==> src/shared/fcb_pkg.sv <==
// constants, codes and pin carrier of the flash command host
package fcb_pkg;
   // flash command codes
   localparam logic [7:0] CMD_READ_ARRAY = 8'hFF;
   localparam logic [7:0] CMD_READ_ID = 8'h90;
   localparam logic [7:0] CMD_READ_STATUS = 8'h70;
   localparam logic [7:0] CMD_CLEAR_STATUS = 8'h50;
   localparam logic [7:0] CMD_ERASE_SETUP = 8'h20;
   localparam logic [7:0] CMD_CONFIRM = 8'hD0;
   localparam logic [7:0] CMD_WRITE_SETUP = 8'h40;
   // identifier space of the device
   localparam logic [20:0] ID_MAKER_ADDR = 21'h0_0000;
   localparam logic [20:0] ID_PART_ADDR = 21'h0_0001;
   localparam logic [20:0] ID_BLOCK_LOCK_OFS = 21'h0_0002;
   localparam logic [20:0] ID_PERM_LOCK_ADDR = 21'h0_0003;
   // device status byte
   localparam int SR_READY_BIT = 7;
   localparam int SR_ERASE_ERR_BIT = 5;
   localparam int SR_PROG_ERR_BIT = 4;
   localparam int SR_SUPPLY_BIT = 3;
   localparam int SR_LOCKED_BIT = 1;
   // host register map
   localparam int AXI_AW = 8;
   localparam logic [7:0] REG_CTRL = 8'h00;
   localparam logic [7:0] REG_ADDR = 8'h04;
   localparam logic [7:0] REG_WDATA = 8'h08;
   localparam logic [7:0] REG_STAT = 8'h0C;
   localparam logic [7:0] REG_RDATA = 8'h10;
   localparam int CTRL_OP_LSB = 0;
   localparam int CTRL_GO_BIT = 3;
   localparam int CTRL_RP_BIT = 8;
   localparam int CTRL_WP_BIT = 9;
   localparam logic CTRL_RP_RESET = 1'b1;
   localparam logic CTRL_WP_RESET = 1'b0;
   localparam int STAT_BUSY_BIT = 0;
   localparam int STAT_DONE_BIT = 1;
   localparam int STAT_RB_BIT = 2;
   localparam int STAT_SR_LSB = 8;
   localparam logic [1:0] RESP_OKAY = 2'h0;
   localparam logic [1:0] RESP_SLVERR = 2'h2;
   // host operations
   localparam logic [2:0] OP_READ_ARRAY_MODE = 3'h0;
   localparam logic [2:0] OP_READ_ID = 3'h1;
   localparam logic [2:0] OP_READ_STATUS = 3'h2;
   localparam logic [2:0] OP_CLEAR_STATUS = 3'h3;
   localparam logic [2:0] OP_BLOCK_ERASE = 3'h4;
   localparam logic [2:0] OP_WORD_WRITE = 3'h5;
   localparam logic [2:0] OP_READ = 3'h6;
   // bus cycle timing
   localparam int CLK_PERIOD_NS = 40;
   localparam int PULSE_NS = 70;
   localparam int RECOVER_NS = 30;
   localparam int PULSE_CYC = (PULSE_NS + CLK_PERIOD_NS - 1) / CLK_PERIOD_NS;
   localparam int RECOVER_CYC = (RECOVER_NS + CLK_PERIOD_NS - 1) / CLK_PERIOD_NS;
   typedef struct packed {
      logic ce_n;
      logic oe_n;
      logic we_n;
      logic dq_oe_n;
   } fcb_strobe_s;
   localparam fcb_strobe_s STROBE_IDLE = '{1'b1, 1'b1, 1'b1, 1'b1};
endpackage : fcb_pkg

==> src/fcb_flash_host.sv <==
// flash command host: register slave, command sequencer, pin driver
// How it works
// - status latched per read; strobe returns high
// - clear status is one 50H write
// - erase is setup then confirm in block
// - completion by ready pin, then ready bit
// - status mode entered by 70H write
//
// The AXI4-Lite register port was left to the implementer.
`timescale 1ns/10ps
module fcb_flash_host
   import fcb_pkg::*;
#(
   parameter int AW = 21,
   parameter int DW = 16
)(
   input wire logic aclk,
   input wire logic aresetn,
   input wire logic [AXI_AW-1:0] awaddr,
   input wire logic awvalid,
   output logic awready,
   input wire logic [31:0] wdata,
   input wire logic [3:0] wstrb,
   input wire logic wvalid,
   output logic wready,
   output logic [1:0] bresp,
   output logic bvalid,
   input wire logic bready,
   input wire logic [AXI_AW-1:0] araddr,
   input wire logic arvalid,
   output logic arready,
   output logic [31:0] rdata,
   output logic [1:0] rresp,
   output logic rvalid,
   input wire logic rready,
   output fcb_strobe_s flash_strobe,
   output logic [AW-1:0] flash_addr,
   output logic [DW-1:0] flash_dq_out,
   input wire logic [DW-1:0] flash_dq_in,
   output logic reset_powerdown_n,
   output logic write_protect,
   input wire logic ready_busy_n
);
   if (AW < 2 || AW > 32 || (DW != 8 && DW != 16)) begin : g_bad
      $error("fcb_flash_host: unsupported width");
   end

   typedef enum logic [2:0] {SQ_IDLE, SQ_CMD, SQ_SECOND, SQ_READ, SQ_WAIT_RB, SQ_POLL} fcb_seq_e;
   fcb_seq_e state, next_state;
   logic [2:0] op;
   logic [AW-1:0] addr_reg;
   logic [DW-1:0] wdata_reg;
   logic [DW-1:0] read_value;
   logic [7:0] last_sr;
   logic [7:0] cmd_code;
   logic done_flag;
   logic cyc_pend;
   logic rb_s1;
   logic rb_s2;
   logic [31:0] stat_word;
   logic [31:0] ctrl_word;
   logic [DW-1:0] cyc_wdata;
   logic cyc_done;
   logic [DW-1:0] cyc_rdata;

   // register write decode
   wire [31:0] wmask = {{8{wstrb[3]}}, {8{wstrb[2]}}, {8{wstrb[1]}}, {8{wstrb[0]}}};
   wire wr_go = awvalid && wvalid && !awready && !bvalid;
   wire [5:0] wr_word = awaddr[7:2];
   wire wr_ctrl = awready && wr_word == REG_CTRL[7:2];
   wire wr_addr = awready && wr_word == REG_ADDR[7:2];
   wire wr_data = awready && wr_word == REG_WDATA[7:2];
   wire wr_known = wr_word inside {REG_CTRL[7:2], REG_ADDR[7:2], REG_WDATA[7:2],
                                   REG_STAT[7:2], REG_RDATA[7:2]};
   wire idle = (state == SQ_IDLE);
   wire ctrl_lo = wr_ctrl && wstrb[0] && idle;
   wire go = ctrl_lo && wdata[CTRL_GO_BIT];
   wire [2:0] op_in = wdata[CTRL_OP_LSB +: 3];
   wire [31:0] addr_merge = (32'(addr_reg) & ~wmask) | (wdata & wmask);
   wire [31:0] data_merge = (32'(wdata_reg) & ~wmask) | (wdata & wmask);

   // register read decode
   wire [5:0] rd_word = araddr[7:2];
   wire rd_known = rd_word inside {REG_CTRL[7:2], REG_ADDR[7:2], REG_WDATA[7:2],
                                   REG_STAT[7:2], REG_RDATA[7:2]};
   wire [31:0] rd_value = (rd_word == REG_CTRL[7:2]) ? ctrl_word :
                          (rd_word == REG_ADDR[7:2]) ? 32'(addr_reg) :
                          (rd_word == REG_WDATA[7:2]) ? 32'(wdata_reg) :
                          (rd_word == REG_STAT[7:2]) ? stat_word :
                          (rd_word == REG_RDATA[7:2]) ? 32'(read_value) : 32'h0000_0000;

   always_comb begin
      stat_word = 32'h0000_0000;
      stat_word[STAT_BUSY_BIT] = !idle;
      stat_word[STAT_DONE_BIT] = done_flag;
      stat_word[STAT_RB_BIT] = rb_s2;
      stat_word[STAT_SR_LSB +: 8] = last_sr;
   end

   always_comb begin
      ctrl_word = 32'h0000_0000;
      ctrl_word[CTRL_OP_LSB +: 3] = op;
      ctrl_word[CTRL_RP_BIT] = reset_powerdown_n;
      ctrl_word[CTRL_WP_BIT] = write_protect;
   end

   // sequencer: each op is a short chain of flash bus cycles
   wire cyc_state = state inside {SQ_CMD, SQ_SECOND, SQ_READ, SQ_POLL};
   wire cyc_start = cyc_state && !cyc_pend;
   wire cyc_read = state inside {SQ_READ, SQ_POLL};
   wire sr_read = (state == SQ_POLL) || (state == SQ_READ && op == OP_READ_STATUS);
   wire two_write = op inside {OP_BLOCK_ERASE, OP_WORD_WRITE};

   always_comb begin
      case (op)
         OP_READ_ID: cmd_code = CMD_READ_ID;
         OP_READ_STATUS: cmd_code = CMD_READ_STATUS;
         OP_CLEAR_STATUS: cmd_code = CMD_CLEAR_STATUS;
         OP_BLOCK_ERASE: cmd_code = CMD_ERASE_SETUP;
         OP_WORD_WRITE: cmd_code = CMD_WRITE_SETUP;
         default: cmd_code = CMD_READ_ARRAY;
      endcase
   end

   // confirm goes out at the block address held in the address register
   assign cyc_wdata = (state == SQ_CMD) ? DW'(cmd_code) :
                      (op == OP_BLOCK_ERASE) ? DW'(CMD_CONFIRM) : wdata_reg;

   always_comb begin
      next_state = state;
      case (state)
         SQ_IDLE: if (go) next_state = (op_in == OP_READ) ? SQ_READ : SQ_CMD;
         SQ_CMD: begin
            if (cyc_done && two_write) next_state = SQ_SECOND;
            else if (cyc_done && op inside {OP_READ_ID, OP_READ_STATUS}) next_state = SQ_READ;
            else if (cyc_done) next_state = SQ_IDLE;
         end
         SQ_SECOND: if (cyc_done) next_state = SQ_WAIT_RB;
         SQ_READ: if (cyc_done) next_state = SQ_IDLE;
         // the pin may not have dropped yet; the ready bit poll settles it
         SQ_WAIT_RB: if (rb_s2) next_state = SQ_POLL;
         SQ_POLL: if (cyc_done && cyc_rdata[SR_READY_BIT]) next_state = SQ_IDLE;
         default: next_state = SQ_IDLE;
      endcase
   end

   fcb_bus_cycle #(
      .AW(AW),
      .DW(DW)
   ) u_cycle (
      .aclk(aclk),
      .aresetn(aresetn),
      .start(cyc_start),
      .is_read(cyc_read),
      .addr_in(addr_reg),
      .wdata_in(cyc_wdata),
      .done(cyc_done),
      .rdata(cyc_rdata),
      .strobe(flash_strobe),
      .flash_addr(flash_addr),
      .flash_dq_out(flash_dq_out),
      .flash_dq_in(flash_dq_in)
   );

   always_ff @(posedge aclk) begin
      if (!aresetn) begin
         awready <= 1'b0;
         wready <= 1'b0;
         bvalid <= 1'b0;
         bresp <= RESP_OKAY;
      end else begin
         awready <= wr_go;
         wready <= wr_go;
         if (awready) begin
            bvalid <= 1'b1;
            bresp <= wr_known ? RESP_OKAY : RESP_SLVERR;
         end else if (bready) begin
            bvalid <= 1'b0;
         end
      end
   end

   always_ff @(posedge aclk) begin
      if (!aresetn) begin
         arready <= 1'b0;
         rvalid <= 1'b0;
         rdata <= 32'h0000_0000;
         rresp <= RESP_OKAY;
      end else begin
         arready <= arvalid && !arready && !rvalid;
         if (arready) begin
            rvalid <= 1'b1;
            rdata <= rd_value;
            rresp <= rd_known ? RESP_OKAY : RESP_SLVERR;
         end else if (rready) begin
            rvalid <= 1'b0;
         end
      end
   end

   always_ff @(posedge aclk) begin
      if (!aresetn) begin
         op <= OP_READ_ARRAY_MODE;
         addr_reg <= '0;
         wdata_reg <= '0;
         reset_powerdown_n <= CTRL_RP_RESET;
         write_protect <= CTRL_WP_RESET;
      end else begin
         if (ctrl_lo) op <= op_in;
         if (wr_ctrl && wstrb[1]) reset_powerdown_n <= wdata[CTRL_RP_BIT];
         if (wr_ctrl && wstrb[1]) write_protect <= wdata[CTRL_WP_BIT];
         if (wr_addr && idle) addr_reg <= addr_merge[AW-1:0];
         if (wr_data && idle) wdata_reg <= data_merge[DW-1:0];
      end
   end

   always_ff @(posedge aclk) begin
      if (!aresetn) begin
         state <= SQ_IDLE;
         cyc_pend <= 1'b0;
         done_flag <= 1'b0;
         last_sr <= 8'h00;
         read_value <= '0;
         rb_s1 <= 1'b1;
         rb_s2 <= 1'b1;
      end else begin
         state <= next_state;
         rb_s1 <= ready_busy_n;
         rb_s2 <= rb_s1;
         if (cyc_start) cyc_pend <= 1'b1;
         else if (cyc_done) cyc_pend <= 1'b0;
         if (go) done_flag <= 1'b0;
         else if (!idle && next_state == SQ_IDLE) done_flag <= 1'b1;
         if (cyc_done && cyc_read) read_value <= cyc_rdata;
         // each poll is a fresh read, so the snapshot is renewed
         if (cyc_done && sr_read) last_sr <= cyc_rdata[7:0];
      end
   end
endmodule : fcb_flash_host

==> src/fcb_bus_cycle.sv <==
// one asynchronous flash bus cycle, read or write
`timescale 1ns/10ps
module fcb_bus_cycle
   import fcb_pkg::*;
#(
   parameter int AW = 21,
   parameter int DW = 16,
   parameter int ACT_CYC = PULSE_CYC + 2,
   parameter int REC_CYC = RECOVER_CYC
)(
   input wire logic aclk,
   input wire logic aresetn,
   input wire logic start,
   input wire logic is_read,
   input wire logic [AW-1:0] addr_in,
   input wire logic [DW-1:0] wdata_in,
   output logic done,
   output logic [DW-1:0] rdata,
   output fcb_strobe_s strobe,
   output logic [AW-1:0] flash_addr,
   output logic [DW-1:0] flash_dq_out,
   input wire logic [DW-1:0] flash_dq_in
);
   // read data lags two sync stages, so the pulse must outlast them
   if (ACT_CYC < PULSE_CYC + 2 || ACT_CYC > 255 || REC_CYC < 1 || REC_CYC > 255) begin : g_bad
      $error("fcb_bus_cycle: unsupported cycle counts");
   end

   typedef enum logic [2:0] {CY_IDLE, CY_SETUP, CY_ACTIVE, CY_RELEASE, CY_RECOVER} fcb_cycle_e;
   fcb_cycle_e state, next_state;
   logic [7:0] cnt, next_cnt;
   logic rd;
   logic [DW-1:0] dq_s1, dq_s2;
   fcb_strobe_s next_strobe;

   wire cnt_end = (cnt == 8'h01);
   wire take = start && state == CY_IDLE;
   wire is_rd = (state == CY_IDLE) ? is_read : rd;
   wire in_frame = next_state inside {CY_SETUP, CY_ACTIVE, CY_RELEASE};

   always_comb begin
      next_state = state;
      case (state)
         CY_IDLE: if (start) next_state = CY_SETUP;
         CY_SETUP: next_state = CY_ACTIVE;
         CY_ACTIVE: if (cnt_end) next_state = CY_RELEASE;
         CY_RELEASE: next_state = CY_RECOVER;
         CY_RECOVER: if (cnt_end) next_state = CY_IDLE;
         default: next_state = CY_IDLE;
      endcase
   end

   assign next_cnt = (state == CY_SETUP) ? 8'(ACT_CYC) :
                     (state == CY_RELEASE) ? 8'(REC_CYC) :
                     (cnt == 8'h00) ? 8'h00 : cnt - 8'h01;
   // ce stays low through release so the write strobe rises first
   assign next_strobe.ce_n = !in_frame;
   assign next_strobe.oe_n = !(next_state == CY_ACTIVE && is_rd);
   assign next_strobe.we_n = !(next_state == CY_ACTIVE && !is_rd);
   assign next_strobe.dq_oe_n = !(in_frame && !is_rd);

   always_ff @(posedge aclk) begin
      dq_s1 <= flash_dq_in;
      dq_s2 <= dq_s1;
   end

   always_ff @(posedge aclk) begin
      if (!aresetn) begin
         state <= CY_IDLE;
         cnt <= 8'h00;
         rd <= 1'b0;
         done <= 1'b0;
         strobe <= STROBE_IDLE;
      end else begin
         state <= next_state;
         cnt <= next_cnt;
         done <= (state == CY_RECOVER) && cnt_end;
         strobe <= next_strobe;
         if (take) rd <= is_read;
      end
   end

   always_ff @(posedge aclk) begin
      if (!aresetn) begin
         flash_addr <= '0;
         flash_dq_out <= '0;
         rdata <= '0;
      end else begin
         if (take) flash_addr <= addr_in;
         if (take) flash_dq_out <= wdata_in;
         if (rd && state == CY_ACTIVE && cnt_end) rdata <= dq_s2;
      end
   end
endmodule : fcb_bus_cycle

==> config.mk <==
export PLATFORM = sky130hd
export DESIGN_NAME = fcb_flash_host
export DESIGN_NICKNAME = d
export VERILOG_FILES = /design/src/shared/fcb_pkg.sv /design/src/fcb_flash_host.sv /design/src/fcb_bus_cycle.sv
export SDC_FILE = /design/constraint.sdc
export NUM_CORES = 1
export LEC_CHECK = 0
export BUFFER_PORTS_ARGS = -buffer_cell sky130_fd_sc_hd__buf_2
export CAP_MARGIN = 10
export CELL_PAD_IN_SITES_DETAIL_PLACEMENT = 0
export CELL_PAD_IN_SITES_GLOBAL_PLACEMENT = 1
export CORE_ASPECT_RATIO = 1.1
export CORE_MARGIN = 1.5
export CORE_UTILIZATION = 35
export DETAILED_ROUTE_END_ITERATION = 6
export PLACE_DENSITY = 0.68
export SETUP_SLACK_MARGIN = 0.05
export SYNTH_ARGS = -nofsm -noshare
export SYNTH_HDL_FRONTEND = slang
export SYNTH_SLANG_ARGS = --single-unit
export TNS_END_PERCENT = 30
==> constraint.sdc <==
create_clock -name aclk -period 2.52 [get_ports aclk]
set_clock_uncertainty 0.15 [all_clocks]
set_input_delay 0.756 -clock aclk [delete_from_list [all_inputs] [get_ports aclk]]
set_output_delay 0.756 -clock aclk [all_outputs]
set_load 0.02 [all_outputs]
Yosys cells after proc, flatten, opt, wreduce, memory -nomap -nowiden
Cells that the tools add are included.
{"block": "word_totals", "register_bits": 215, "elab_cells": 162}
{"block": "classes", "addsub": 1, "n_eq_ne": 27, "n_mux": 33, "n_bitwise": 7, "n_reduce_logical": 60}
{"cell": "$mux W16", "count": 5}
{"cell": "$and A21 B21 Y21", "count": 2}
{"cell": "$mux W21", "count": 2}
{"cell": "$pmux W8 S5", "count": 1}
{"cell": "$mux W3", "count": 13}
{"cell": "$logic_and A1 B1 Y1", "count": 29}
{"cell": "$eq A3 B2 Y1 const B", "count": 8}
{"cell": "$eq A6 B2 Y1 const B", "count": 4}
{"cell": "$not A21 Y21", "count": 1}
{"cell": "$or A21 B21 Y21", "count": 1}
{"cell": "$eq A3 B3 Y1 const B", "count": 6}
{"cell": "$pmux W3 S6", "count": 1}
{"cell": "$and A16 B16 Y16", "count": 1}
{"cell": "$or A16 B16 Y16", "count": 1}
{"cell": "$pmux W3 S5", "count": 1}
{"cell": "$eq A3 B1 Y1 const B", "count": 4}
{"cell": "$eq A6 B1 Y1 const B", "count": 2}
{"cell": "$eq A6 B3 Y1 const B", "count": 2}
{"cell": "$logic_not A6 Y1", "count": 2}
{"cell": "$reduce_bool A2 Y1", "count": 6}
{"cell": "$logic_not A1 Y1", "count": 11}
{"cell": "$reduce_bool A5 Y1", "count": 2}
{"cell": "$logic_not A3 Y1", "count": 3}
{"cell": "$eq A8 B1 Y1 const B", "count": 1}
{"cell": "other kinds (10)", "count": 19}

Depth between registers and ports, before layout
{"block": "logic_depth", "depth_word": 9, "mapped_depth": 8, "mapped_depth_nobuf": 7}

Hierarchy
Synthesis repeated with hierarchy kept, for this count alone.
{"block": "hier_totals", "cells_unflattened": 876, "hier_area_um2": 8180.3}
{"module": "fcb_flash_host", "n_inst": 1, "cells_per_inst": 535, "area_per_inst_um2": 4767.1}
{"module": "fcb_bus_cycle", "n_inst": 1, "cells_per_inst": 341, "area_per_inst_um2": 3413.3}

Least setup slack after synthesis
OpenSTA, ideal clock, no wires.
{"block": "synth_path", "path_type": "input to register", "start": "in araddr[5]", "end": "reg rdata[10]", "setup_ps": 121, "t_arrival_ps": 1937, "required_time_ps": 2249, "setup_slack_ps": 311, "stages": 5, "n_path_buf": 1, "cell_sequence": "or3_4 -> or4_4 -> nand4_2 -> buf_6 -> o21ai_2"}
{"block": "synth_via", "elab_chain_len": 6, "word_cells_on_any_way": 10, "classes_between": "eq/ne (4); mux (5); reduce/logical (1)"}
{"item": "start, declared", "line": "fcb_flash_host.sv:29", "source": "input wire logic [AXI_AW-1:0] araddr,"}
{"item": "$eq A6 B3 Y1", "line": "fcb_flash_host.sv:90", "source": "(rd_word == REG_RDATA[7:2]) ? 32'(read_value) : 32'h0000_0000;"}
{"item": "$mux W16", "line": "fcb_flash_host.sv:90"}
{"item": "$mux W16", "line": "fcb_flash_host.sv:89", "source": "(rd_word == REG_STAT[7:2]) ? stat_word :"}
{"item": "$mux W16", "line": "fcb_flash_host.sv:88", "source": "(rd_word == REG_WDATA[7:2]) ? 32'(wdata_reg) :"}
{"item": "$mux W21", "line": "fcb_flash_host.sv:87", "source": "(rd_word == REG_ADDR[7:2]) ? 32'(addr_reg) :"}
{"item": "$mux W21 (*)", "line": "fcb_flash_host.sv:86", "source": "wire [31:0] rd_value = (rd_word == REG_CTRL[7:2]) ? ctrl_word :"}
{"item": "end signal, assigned", "line": "fcb_flash_host.sv:193", "source": "rdata <= rd_value;"}
{"item": "end, declared", "line": "fcb_flash_host.sv:32", "source": "output logic [31:0] rdata,"}
Mark *: on every way between the ends. The rest lies on a longest branch, timed or not.
A chain may end at the register's enable or synchronous reset.

Final worst setup path
{"block": "layout_path", "start": "reg state[1]", "end": "reg u_cycle.flash_dq_out[10]"}
{"block": "layout_via", "elab_chain_len": 4, "word_cells_on_any_way": 8, "classes_between": "eq/ne (4); mux (1); reduce/logical (3)"}
{"item": "start, declared", "line": "fcb_flash_host.sv:49", "source": "fcb_seq_e state, next_state;"}
{"item": "start signal, assigned", "line": "fcb_flash_host.sv:227", "source": "state <= next_state;"}
{"item": "$eq A3 B1 Y1, or another cell as far along", "line": "fcb_flash_host.sv:108, fcb_flash_host.sv:126"}
{"item": "$reduce_bool A4 Y1", "line": "fcb_flash_host.sv:108", "source": "wire cyc_state = state inside {SQ_CMD, SQ_SECOND, SQ_READ, SQ_POLL};"}
{"item": "$logic_and A1 B1 Y1", "line": "fcb_flash_host.sv:109", "source": "wire cyc_start = cyc_state && !cyc_pend;"}
{"item": "$logic_and A1 B1 Y1", "line": "fcb_bus_cycle.sv:37", "source": "wire take = start && state == CY_IDLE;"}
{"item": "end signal, assigned", "line": "fcb_bus_cycle.sv:90", "source": "if (take) flash_dq_out <= wdata_in;"}
{"item": "end, declared", "line": "fcb_bus_cycle.sv:21", "source": "output logic [DW-1:0] flash_dq_out,"}
Several ways; a longest one is shown, not always the timed one.

==> results.json <==
{
  "synth.mux.area_fraction_pct": 6.14,
  "ys_seq_area_share_pct": 49.6,
  "place_area_um2": 9180,
  "synth_cell_types": 72,
  "vdd_drop_max_mv": 0.508,
  "clock.fmax_mhz": 470,
  "synth_top_family_by_area": "simple AND/OR/NAND/NOR gates",
  "finalSetupTns_ns": 0,
  "cts_root_buf": "clkbuf_16",
  "cts_hold_buf": 0,
  "outcome": "complete, no violations",
  "start_kind": "register",
  "period_share_pct": 84.5,
  "yosys.area_share.simple_pct": 22.0,
  "synth.top_cell.area_share_pct": 49.6,
  "relSlewSlack_pct": 38.0,
  "tightestPinTransition_ns": 0.927,
  "worst-path-max-fanout": 14,
  "worst_ep_required_time_ns": 2.81,
  "rsz0062_at_grt": "false",
  "async_reset_ff_share_pct": 0,
  "synth-compound-area-share_pct": 16.4,
  "grt_pass1_wl_um": 32300,
  "start_util_pct": 35.7,
  "fp.dieArea_um2": 24200,
  "timing_worst_setup_path_type": "reg2reg",
  "p_per_area_nw_per_um2": 744,
  "slew_viol_final": 0,
  "nNetsFinal": 1081,
  "drive_gt1_share_pct": 23.3,
  "cts.htree.levels": 1,
  "p_leak_nw": 4.20,
  "p_total_w": 0.00744,
  "synth_edf_count": 0,
  "min_period_ns": 2.13,
  "synth-adder-area-share_pct": 0.614,
  "die_height_um": 163,
  "worstPathArrival_ns": 2.42,
  "port_buffers": 130,
  "synth_area_leaders": "dfxtp_1, mux2i_1, nand2_1",
  "cap_violations": 0,
  "syn_area_um2": 8150,
  "syn_area_per_cell_um2": 9.40,
  "cts_tree": "done",
  "drc": 0,
  "post_cts_resized": 0,
  "ys_seq_elements": 202,
  "ant_nets": 0,
  "clkTransAtPathRegs_ns": 0.06,
  "yosys.area.top_type": "dfxtp_1",
  "core_area_um2": 22900,
  "rows": 58,
  "wl_per_cell_um": 15.7,
  "ios": 160,
  "ys_warn_count": 0,
  "grt-ovfl-total": 0,
  "cts_sinks": 202,
  "grtUsageTotal_pct": 16.9,
  "synthToLayoutAreaGrowth_pct": 22.7,
  "dr.pass1.iters": 4,
  "clockBufferDepth": 3,
  "hpwl_um": 15000,
  "die_w_um": 149,
  "wl_um": 20700,
  "drtIter0Drc": 266,
  "min_path_type": "reg2reg",
  "grt_pass1_vias": 5967,
  "final_design_area_no_fill_um2": 10000,
  "num_vias": 6288,
  "gp_congestion": 0.829,
  "dominantRegCellSynth": "dfxtp_1",
  "tritoncts.num_buffers": 23,
  "netlist_instances": 867,
  "finalSetupViolations": 0,
  "hold_viol_final": 0,
  "grt_max_degree": 49,
  "antenna_found_initial": 3,
  "yosys.area_share.xor_xnor_pct": 0.430,
  "whs_ns": 0.164,
  "clk_latency_ns": 0.50,
  "cts_setup_buffers": 0,
  "crit_path_end_kind": "register",
  "vias_per_cell": 4.77
}
[report_power, final]
part | internal (W) | switching [W] | total [W]
sequential | 0.00328 | 0.0000504 | 0.00333
clock | 0.00222 | 0.00133 | 0.00354
combinational | 0.000232 | 0.000332 | 0.000564
total | 0.00573 | 0.00171 | 0.00744
[cell families after synthesis]
group / count (synthesis)
AND/OR/NAND/NOR: 329
XOR/XNOR: 4
AO/OA/AOI/OAI: 200
multiplexers: 50
flip-flops: 202
buffers and inverters: 77
other: 1
adder cells (fa/ha/maj): 4
[final cells by class]
type | instances | area, um^2
multi-input cells | 600 | 3770
flip-flops and latches | 202 | 4040
clock buffers | 30 | 642
clock inverters | 12 | 179
well taps | 300 | 375
repair buffers | 166 | 961
inverters | 8 | 30.0
diodes | 1 | 2.50
fillers | 2285 | 12900
[per-stage QoR]
stage	worst slack (ns)	std cells	util (%)
floorplan	0.311	879	-
global placement	-0.00243	1276	40.1
global route	0.236	1318	43.7
detailed placement	-0.0270	1276	40.1
CTS	0.391	1318	43.7
finish	0.392	1319	43.7
[layout by cell type (no fill, tap or decap), types with 4 or more instances in the layout]
cell	count
o21ai_2	10
buf_2	129
inv_1	8
ha_1	4
o21ai_0	32
nor3b_1	4
o21a_1	6
a22oi_1	15
nor2_1	22
a21oi_1	25
buf_4	34
clkbuf_16	23
bufinv_16	4
a21boi_1	46
nor2b_1	66
nor3_1	5
clkbuf_8	4
conb_1	13
o21ai_1	23
a31oi_1	9
nand2_1	121
nand2b_1	18
nand3_1	53
dfxtp_1	202
mux2i_1	50
a21boi_0	9
[worst max-delay path, cell delays in order (launching register included)]
cell and delay (ns):
dfxtp_1 0.66, nor3b_2 0.14, nor2_1 0.74, nand3_1 0.20, a21boi_1 0.17
[final timing paths]
path	from	slack, ns	to	cells past startpoint
worst max-delay path	state[1]	0.39	u_cycle.flash_dq_out[10]	4
worst max register to register	state[1]	0.39	u_cycle.flash_dq_out[10]	4
worst min register to register	u_cycle.dq_s1[11]	0.16	u_cycle.dq_s2[11]	0
worst min-delay path	u_cycle.dq_s1[11]	0.16	u_cycle.dq_s2[11]	0
[cell usage after synthesis (all sizes together) (2+ instances only)]
cell / number
ha: 4
mux2i: 50
inv: 8
nand3: 54
a22oi: 15
nor4b: 2
o31ai: 3
nand2b: 19
xnor2: 3
or3: 4
o2111ai: 2
a21oi: 26
nand4: 6
a21boi: 55
and3: 3
o311ai: 2
o21a: 6
nand2: 123
nor2: 23
a2bb2oi: 2
nor3b: 5
nor3: 7
nand3b: 2
nor2b: 67
o21ai: 65
or3b: 2
a32oi: 2
o22ai: 2
dfxtp: 202
nor4: 4
o2bb2ai: 2
a211o: 2
clkbuf: 28
a31oi: 9
buf: 41
nand4b: 3
[metal layers]
layer / vias up / track usage (%) / wire length [um]
met5: - / 0 / 27
li1: 3251 / - / -
met1: 2874 / 22.5 / 9810
met4: 4 / 5.54 / 523
met3: 37 / 2.71 / 854
met2: 122 / 28.0 / 9510
Note: power is estimated with default switching activity, not from simulation.
